File: config.mk
export PLATFORM = sky130hd
export DESIGN_NAME = io_relocation_free_counter
export DESIGN_NICKNAME = d
export VERILOG_FILES = /design/src/sys_functions_pkg.sv /design/src/tick_link_if.sv /design/src/clk_div_tick.sv /design/src/io_relocation_free_counter.sv
export SDC_FILE = /design/constraint.sdc
export NUM_CORES = 1
export LEC_CHECK = 0
export ABC_CLOCK_PERIOD_IN_PS = 5200
export BUFFER_PORTS_ARGS = -buffer_cell sky130_fd_sc_hd__buf_2
export CORE_MARGIN = 2
export CORE_UTILIZATION = 50
export DETAILED_ROUTE_END_ITERATION = 8
export GPL_ROUTABILITY_DRIVEN = 0
export GPL_TIMING_DRIVEN = 1
export MAX_ROUTING_LAYER = met4
export PLACE_DENSITY_LB_ADDON = 0.3
export SLEW_MARGIN = 40
export SYNTH_ARGS = -nofsm -noshare
export SYNTH_HDL_FRONTEND = slang
export SYNTH_SLANG_ARGS = --single-unit
File: constraint.sdc
create_clock -name clk_sys_i -period 5.2 [get_ports clk_sys_i]
set_clock_uncertainty 0.05 [all_clocks]
set_input_delay 1.04 -clock clk_sys_i [delete_from_list [all_inputs] [get_ports clk_sys_i]]
set_output_delay 1.04 -clock clk_sys_i [all_outputs]
set_load 0.02 [all_outputs]
File: src/sys_functions_pkg.sv
// constants shared by the system functions block
package sys_functions_pkg;

    // ****************************************
    // i/o bus geometry
    // ****************************************
    localparam int IO_ADDR_W = 16;
    localparam int IO_DATA_W = 8;
    localparam int WIN_OFFS_W = 6; // 64-byte window
    localparam logic [7:0] WIN_HIGH_BYTE = 8'h00; // window lives in 0x0000-0x00FF

    // ****************************************
    // register offsets inside the window
    // ****************************************
    localparam logic [5:0] OFFS_FREE_RUN_COUNT = 6'h18;
    localparam logic [5:0] OFFS_IO_WINDOW_CONTROL = 6'h3F;
    localparam logic [5:0] OFFS_REFRESH_SLOT = 6'h36;

    // ****************************************
    // io_window_control fields
    // ****************************************
    localparam int WCTL_BASE_MSB = 7;
    localparam int WCTL_BASE_LSB = 6;
    localparam int WCTL_STOP_BIT = 5;
    localparam logic [4:0] WCTL_RSVD_READ = 5'h1F;

    // ****************************************
    // reset values
    // ****************************************
    localparam logic [7:0] FREE_RUN_COUNT_RST = 8'hFF;
    localparam logic [1:0] WIN_BASE_RST = 2'h0;
    localparam logic STOP_RST = 1'b0;
    localparam logic [7:0] READ_IDLE = 8'h00;

    // ****************************************
    // timing
    // ****************************************
    localparam int FRC_DIVIDE = 10; // counter steps every tenth core clock

    // window select code to base address
    function automatic logic [7:0] win_base_addr(input logic [1:0] sel);
        win_base_addr = {sel, 6'h00};
    endfunction

endpackage

File: src/tick_link_if.sv
// link between the counter block and its prescaler
`timescale 1ns/1ps
interface tick_link_if;
    logic halt;
    logic tick;

    modport owner (output halt, input tick);
    modport divider (input halt, output tick);
endinterface

File: src/clk_div_tick.sv
// divide-by-n tick generator, frozen while halted
`timescale 1ns/1ps
module clk_div_tick #(
    parameter int DIVIDE = sys_functions_pkg::FRC_DIVIDE
) (
    // clock and reset
    input wire logic clk_sys_i,
    input wire logic rst_i,
    // tick link
    tick_link_if.divider link
);
    import sys_functions_pkg::*;

    localparam int CNT_W = $clog2(DIVIDE);
    localparam logic [CNT_W-1:0] CNT_LAST = CNT_W'(DIVIDE - 1);

    typedef struct packed {
        logic [CNT_W-1:0] cnt;
        logic tick;
    } div_state_type;

    div_state_type st_r;
    div_state_type st_nxt;

    // ****************************************
    // next state
    // ****************************************
    // count holds and no tick leaves while halted
    always_comb begin
        st_nxt = st_r;
        st_nxt.tick = 1'b0;
        if (!link.halt) begin
            if (st_r.cnt == CNT_LAST) begin
                st_nxt.cnt = '0;
                st_nxt.tick = 1'b1;
            end else begin
                st_nxt.cnt = st_r.cnt + CNT_W'(1);
            end
        end
    end

    // state register
    always_ff @(posedge clk_sys_i) begin
        if (rst_i) begin
            st_r <= '0;
        end else begin
            st_r <= st_nxt;
        end
    end

    assign link.tick = st_r.tick;

endmodule

File: src/io_relocation_free_counter.sv
// relocatable i/o window, i/o stop control and free-running counter
`timescale 1ns/1ps

// Function
// RULE1: 8-bit counter, resets ones, decrements every tenth clock
// RULE2: control bits 7:6 pick 64-byte i/o range
// RULE3: all on-chip decode follows the chosen base
// RULE4: control bit 5 stops serial, timers, counter
// RULE5: control bits 4:0 always read as ones
// RULE6: no refresh; reserved slots stay unimplemented
// RULE7: writing counter loads new count, counting continues
module io_relocation_free_counter #(
    parameter int FRC_DIV = sys_functions_pkg::FRC_DIVIDE
) (
    // clock and reset
    input wire logic clk_sys_i,
    input wire logic rst_i,
    // i/o bus from the core
    input wire logic [sys_functions_pkg::IO_ADDR_W-1:0] io_addr_i,
    input wire logic [sys_functions_pkg::IO_DATA_W-1:0] io_wdata_i,
    input wire logic io_write_i,
    input wire logic io_read_i,
    // read answer for this block
    output logic [sys_functions_pkg::IO_DATA_W-1:0] io_rdata_o,
    output logic io_rack_o,
    // window decode for the other peripherals
    output logic io_win_hit_o,
    output logic [sys_functions_pkg::WIN_OFFS_W-1:0] io_win_offs_o,
    output logic io_win_write_o,
    output logic io_win_read_o,
    // i/o stop, window base and counter state
    output logic io_stop_o,
    output logic [7:0] win_base_o,
    output logic [7:0] free_run_count_o
);
    import sys_functions_pkg::*;

    // ****************************************
    // state
    // ****************************************
    typedef struct packed {
        logic [7:0] frc;
        logic [1:0] base_sel;
        logic stop;
        logic [7:0] rdata;
        logic rack;
        logic hit;
        logic [5:0] offs;
        logic win_wr;
        logic win_rd;
    } sys_state_type;

    sys_state_type st_r;
    sys_state_type st_nxt;

    // decode helpers
    logic in_window;
    logic [5:0] offs;
    logic [7:0] ctl_read;
    logic frc_sel;
    logic ctl_sel;

    // ****************************************
    // prescaler
    // ****************************************
    tick_link_if tick_link ();

    // the divider freezes with the counter during i/o stop
    assign tick_link.halt = st_r.stop; // RULE4

    clk_div_tick #(
        .DIVIDE(FRC_DIV)
    ) u_div (
        .clk_sys_i(clk_sys_i),
        .rst_i(rst_i),
        .link(tick_link.divider)
    );

    // ****************************************
    // address decode
    // ****************************************
    // upper byte must be zero and bits 7:6 must match the base
    assign in_window = (io_addr_i[15:8] == WIN_HIGH_BYTE) &&
                       (io_addr_i[7:6] == st_r.base_sel); // RULE2 RULE3
    assign offs = io_addr_i[5:0];
    assign frc_sel = in_window && (offs == OFFS_FREE_RUN_COUNT);
    assign ctl_sel = in_window && (offs == OFFS_IO_WINDOW_CONTROL);

    // control register image, reserved bits forced high
    assign ctl_read = {st_r.base_sel, st_r.stop, WCTL_RSVD_READ}; // RULE5

    // ****************************************
    // next state
    // ****************************************
    always_comb begin
        st_nxt = st_r;

        // counter: a write wins over the tick of the same cycle
        if (io_write_i && frc_sel) begin
            st_nxt.frc = io_wdata_i; // RULE7
        end else if (tick_link.tick && !st_r.stop) begin
            st_nxt.frc = st_r.frc - 8'h01; // RULE1 RULE4
        end

        // window control: base and stop bits are writable
        if (io_write_i && ctl_sel) begin
            st_nxt.base_sel = io_wdata_i[WCTL_BASE_MSB:WCTL_BASE_LSB]; // RULE2
            st_nxt.stop = io_wdata_i[WCTL_STOP_BIT]; // RULE4
        end

        // read answer, one cycle after the strobe
        st_nxt.rack = io_read_i && (frc_sel || ctl_sel);
        st_nxt.rdata = READ_IDLE;
        if (io_read_i && frc_sel) begin
            st_nxt.rdata = st_r.frc; // RULE1
        end else if (io_read_i && ctl_sel) begin
            st_nxt.rdata = ctl_read; // RULE5
        end
        // refresh slot and other reserved offsets give no answer here
        // RULE6

        // decode handed on to the other peripherals
        st_nxt.hit = in_window && (io_read_i || io_write_i); // RULE3
        st_nxt.offs = in_window ? offs : 6'h00;
        st_nxt.win_wr = in_window && io_write_i;
        st_nxt.win_rd = in_window && io_read_i;
    end

    // ****************************************
    // state register
    // ****************************************
    always_ff @(posedge clk_sys_i) begin
        if (rst_i) begin
            st_r.frc <= FREE_RUN_COUNT_RST; // RULE1
            st_r.base_sel <= WIN_BASE_RST;
            st_r.stop <= STOP_RST;
            st_r.rdata <= READ_IDLE;
            st_r.rack <= 1'b0;
            st_r.hit <= 1'b0;
            st_r.offs <= 6'h00;
            st_r.win_wr <= 1'b0;
            st_r.win_rd <= 1'b0;
        end else begin
            st_r <= st_nxt;
        end
    end

    // ****************************************
    // outputs
    // ****************************************
    // all straight from the state register
    assign io_rdata_o = st_r.rdata;
    assign io_rack_o = st_r.rack;
    assign io_win_hit_o = st_r.hit;
    assign io_win_offs_o = st_r.offs;
    assign io_win_write_o = st_r.win_wr;
    assign io_win_read_o = st_r.win_rd;
    assign io_stop_o = st_r.stop; // RULE4
    assign win_base_o = win_base_addr(st_r.base_sel);
    assign free_run_count_o = st_r.frc;

endmodule

==> impl_results.html <==
<table>
<tr><th>Metric</th><th>Value</th></tr>
<tr><th colspan="2">Worst hold path</th></tr>
<tr><td>Worst hold endpoint</td><td>u_div.st_r[4]</td></tr>
<tr><td>Path type of the worst min-delay path</td><td>reg -&gt; reg</td></tr>
<tr><td>Number of instances on the worst hold path</td><td>2</td></tr>
<tr><td>Start point of the worst min-delay path</td><td>u_div.st_r[4]</td></tr>
<tr><th colspan="2">Setup path</th></tr>
<tr><td>Data required time of the critical path</td><td>5.35 ns</td></tr>
<tr><td>Origin of the critical flop-to-flop path</td><td>win_base_o[6]</td></tr>
<tr><td>R2R setup slack</td><td>3.45 ns</td></tr>
<tr><td>WS Path Type</td><td>in -&gt; reg</td></tr>
<tr><td>Endpoint kind of the worst setup timing path</td><td>register</td></tr>
<tr><td>Reg2Reg Capture Point</td><td>free_run_count_o[7]</td></tr>
<tr><td>Logic depth of the worst register-to-register path</td><td>4</td></tr>
<tr><td>CP Launch Type</td><td>primary input</td></tr>
<tr><td>Largest fanout of any net on the critical path</td><td>4</td></tr>
<tr><td>Crit path DAT</td><td>2.53 ns</td></tr>
<tr><th colspan="2">Placed design</th></tr>
<tr><td>Port buffer count</td><td>56</td></tr>
<tr><td>Worst slack at placement</td><td>2.505 ns</td></tr>
<tr><td>Detail Placement HPWL</td><td>2482 um</td></tr>
<tr><th colspan="2">Logic synthesis</th></tr>
<tr><td>Ys flop type</td><td>sky130_fd_sc_hd__dfxtp_1</td></tr>
<tr><td>Number of distinct library cells after synthesis</td><td>38</td></tr>
<tr><td>Flip-flop and latch count after synthesis</td><td>34</td></tr>
<tr><td>Fraction of registers with async set or reset after synthesis</td><td>0%</td></tr>
<tr><td>Number of enable-type register cells in the synthesized netlist</td><td>0</td></tr>
<tr><td>Main area contributors after synthesis</td><td>sky130_fd_sc_hd__dfxtp_1 44%, sky130_fd_sc_hd__a21oi_1 6.2%, sky130_fd_sc_hd__nand3_1 5.5%, sky130_fd_sc_hd__and2_1 3.3%, sky130_fd_sc_hd__nor3_1 2.9%</td></tr>
<tr><td>Summed instance area of the synthesized netlist</td><td>1538 um^2</td></tr>
<tr><td>Yosys warnings</td><td>0</td></tr>
<tr><td>Post-synthesis sequential area ratio</td><td>44.26%</td></tr>
<tr><td>Post-Synthesis Mean Instance Area</td><td>8.993 um^2</td></tr>
<tr><td>Proportion of netlist area held by the largest area contributor</td><td>44.26%</td></tr>
<tr><td>Biggest area consumer among synthesized cells</td><td>sky130_fd_sc_hd__dfxtp_1</td></tr>
<tr><td>Synthesized instance count</td><td>171</td></tr>
<tr><th colspan="2">Drt</th></tr>
<tr><td>Wirelength, routed</td><td>3369 um</td></tr>
<tr><td># DRC</td><td>0</td></tr>
<tr><td>Number of routed nets with antenna violations</td><td>0</td></tr>
<tr><td>Average detailed-routed wire length per instance</td><td>12.96 um</td></tr>
<tr><td>Highest layer used for signal routing</td><td>met4</td></tr>
<tr><td>Vias</td><td>1416</td></tr>
<tr><td>Detail Route met2 WL</td><td>1615 um</td></tr>
<tr><td>1st-iter DRT viols</td><td>56</td></tr>
<tr><td>Met3 WL post-DR</td><td>232 um</td></tr>
<tr><td>First-pass DRT Iterations</td><td>4</td></tr>
<tr><td>Via/cell ratio</td><td>5.446</td></tr>
<tr><td>Wire length on met1</td><td>1486 um</td></tr>
<tr><th colspan="2">Power and ir drop</th></tr>
<tr><td>Sequential share of power</td><td>48.1%</td></tr>
<tr><td>Share of power burned in the clock network</td><td>46.0%</td></tr>
<tr><td>Switching share of total power</td><td>20.25%</td></tr>
<tr><td>Switch Pwr</td><td>111.0 uW</td></tr>
<tr><td>Pleak</td><td>0.0008171 uW</td></tr>
<tr><td>Internal power summed over all cells</td><td>436.8 uW</td></tr>
<tr><td>Power density over cell area</td><td>286.0 nW/um^2</td></tr>
<tr><td>Part of the total power dissipated in combinational logic</td><td>5.9%</td></tr>
<tr><td>Worst IR Drop VDD</td><td>0.1223 mV</td></tr>
<tr><th colspan="2">Global routing</th></tr>
<tr><td>Pin count of the biggest net entering global routing</td><td>22</td></tr>
<tr><td>GR Util All Layers</td><td>21.96%</td></tr>
<tr><td>Global-route wire length before repair</td><td>5609 um</td></tr>
<tr><td>Vias in the first global route</td><td>1274</td></tr>
<tr><td>Congestion Overflow GR</td><td>0</td></tr>
<tr><td>Antenna violations before repair</td><td>0</td></tr>
<tr><th colspan="2">Cells and area</th></tr>
<tr><td>Synth-to-Final Area Change</td><td>24.57%</td></tr>
<tr><td>Total inserted antenna cells</td><td>0</td></tr>
<tr><td>Fraction of layout instances using a drive strength above 1</td><td>31.72%</td></tr>
<tr><td>Total number of nets in the final design</td><td>255</td></tr>
<tr><th colspan="2">Job</th></tr>
<tr><td>Max Cap Violations</td><td>0</td></tr>
<tr><th colspan="2">Die</th></tr>
<tr><td>Initial cell density of the core</td><td>51.64%</td></tr>
<tr><td>Full die area</td><td>3535 um^2</td></tr>
<tr><td>Placement row count</td><td>20</td></tr>
<tr><td>Core box area</td><td>2978 um^2</td></tr>
<tr><td>Die W</td><td>59.46 um</td></tr>
<tr><td>Floorplan die height</td><td>59.46 um</td></tr>
<tr><td>Top-level I/O count</td><td>63</td></tr>
<tr><th colspan="2">STA</th></tr>
<tr><td>Ratio of final minimum period to clock period</td><td>45.65%</td></tr>
<tr><td>Max-slew violations</td><td>0</td></tr>
<tr><td>Setup total negative slack</td><td>0 ns</td></tr>
<tr><td>Final setup violation count</td><td>0</td></tr>
<tr><td>Minimum setup slack in the final design</td><td>2.826 ns</td></tr>
<tr><td>Max Fclk</td><td>421.3 MHz</td></tr>
<tr><td>Number of hold-slack violations in the final timing report</td><td>0</td></tr>
<tr><td>Unrepaired setup endpoints after global routing</td><td>no</td></tr>
<tr><td>Slew at the pin closest to its max-slew limit</td><td>0.5669 ns</td></tr>
<tr><td>Max_slew headroom</td><td>62.21%</td></tr>
<tr><td>Minimum clock period after layout</td><td>2.374 ns</td></tr>
<tr><th colspan="2">Clock tree</th></tr>
<tr><td>CTS-repair resized insts</td><td>0</td></tr>
<tr><td>Clk Latency, worst-skew pair</td><td>0.33 ns</td></tr>
<tr><td>Master cell of the clock root buffer</td><td>sky130_fd_sc_hd__clkbuf_4</td></tr>
<tr><td>Clock Tree Buf Depth</td><td>2</td></tr>
<tr><td>Clock tree from TritonCTS</td><td>built</td></tr>
<tr><td>Post-CTS Setup Repair Bufs</td><td>0</td></tr>
<tr><td>CTS hold repair buffers</td><td>0</td></tr>
<tr><td>Number of clock buffers inserted by TritonCTS</td><td>5</td></tr>
<tr><td>H-tree lvl count</td><td>2</td></tr>
<tr><td>Clock transition at the register clock pins on the worst setup and hold paths after CTS</td><td>0.11 ns</td></tr>
<tr><td>Clock tree sinks</td><td>34</td></tr>
<tr><th colspan="2">Run status</th></tr>
<tr><td>Status</td><td>finished clean</td></tr>
</table>
[critical path, stage by stage]
cell and delay (ns):
sky130_fd_sc_hd__buf_2 0.10, sky130_fd_sc_hd__or4_4 0.58, sky130_fd_sc_hd__or4_4 0.57, sky130_fd_sc_hd__o21ai_1 0.14
sky130_fd_sc_hd__a21oi_1 0.09
[cell type report]
| class | count | area (um^2) |
|---|---|---|
| fillers | 255 | 1062 |
| multi-input cells | 125 | 787.0 |
| flip-flops and latches | 34 | 680.7 |
| repair buffers | 56 | 280.3 |
| clock inverters | 2 | 60.06 |
| clock buffers | 6 | 51.30 |
| well taps | 33 | 41.29 |
| inverters | 4 | 15.01 |
[power groups by stage]
stage	Sequential, uW	Combinational (uW)	Clock, uW
final	264	32.1	252
after global routing	264	35.7	270
after CTS	264	32.0	257
after detailed placement	270	31.8	0
after global placement	270	31.4	0
after floorplan	269	20.6	0
[through the flow]
stage | instance area [um^2] | utilization [%] | total power, uW | hold slack (ns) | std cells
3_3_place_gp | 1804 | 60.59 | 301.0 | 0.4313 | 252
6_report | 1916 | 64.33 | 547.8 | 0.4591 | 260
2_1_floorplan | 1556 | - | 290.0 | 0.4126 | 176
5_1_grt | 1916 | 64.33 | 569.7 | 0.4754 | 260
4_1_cts | 1916 | 64.33 | 552.4 | 0.4608 | 260
3_5_place_dp | 1804 | 60.59 | 301.5 | 0.4379 | 252
[synthesized netlist by cell type, drive strengths merged, types with 2 or more instances]
library cell,n
nand4,3
nor2b,2
inv,4
nor4b,2
or4,3
o21ai,12
dfxtp,34
nor4,9
a21oi,19
and2,8
nor3,9
nand2,2
xor2,4
and4,3
nor2,7
xnor2,5
buf,8
clkbuf,5
nand2b,2
nand3,17
[placed cells by master, fill, tap and decap left out, types with 4 or more instances in the layout]
cell / synthesis / final
sky130_fd_sc_hd__nor3_1: 9 / 9
sky130_fd_sc_hd__o21ai_0: 8 / 8
sky130_fd_sc_hd__xor2_1: 4 / 4
sky130_fd_sc_hd__nor4_1: 6 / 6
sky130_fd_sc_hd__xnor2_1: 5 / 5
sky130_fd_sc_hd__nor2_1: 7 / 7
sky130_fd_sc_hd__a21oi_1: 19 / 19
sky130_fd_sc_hd__nand3_1: 17 / 17
sky130_fd_sc_hd__conb_1: 1 / 6
sky130_fd_sc_hd__dfxtp_1: 34 / 34
sky130_fd_sc_hd__and2_1: 8 / 8
sky130_fd_sc_hd__o21ai_1: 4 / 4
sky130_fd_sc_hd__clkbuf_4: 0 / 5
sky130_fd_sc_hd__buf_2: 2 / 56
sky130_fd_sc_hd__inv_1: 4 / 4
[kinds of logic after synthesis]
group                    share of synthesized area (%)
AO/OA/AOI/OAI                                    13.75
XOR/XNOR                                         5.126
adder cells (fa/ha/maj)                         0.8135
buffers and inverters                            5.777
flip-flops                                       44.26
other                                           0.2439
AND/OR/NAND/NOR                                  30.03
[state kept, by name (all words and copies together) (netlist names)]
name / cells
io_win_hit_o: 1
u_div.link.tick: 1
u_div.st_r: 4
io_stop_o: 1
free_run_count_o: 8
io_win_write_o: 1
io_win_read_o: 1
io_rdata_o: 8
io_rack_o: 1
win_base_o: 2
io_win_offs_o: 6
[metal layers]
metal	vias up	track usage, %
met1	640	25.61
met3	4	5.895
met4	0	10.06
li1	715	-
met5	-	-
met2	57	35.01
[worst max path at each step]
stage / end / start / cells after the start / slack, ns
floorplan: io_stop_o / io_addr_i[11] / 4 / 2.66
global placement: win_base_o[6] / io_addr_i[11] / 5 / 2.52
detailed placement: win_base_o[7] / io_addr_i[11] / 5 / 2.51
CTS: win_base_o[6] / io_addr_i[11] / 5 / 2.84
global route: free_run_count_o[1] / io_addr_i[11] / 5 / 2.78
finish: win_base_o[6] / io_addr_i[11] / 5 / 2.83
No activity file was read; power rests on OpenSTA's default activity.
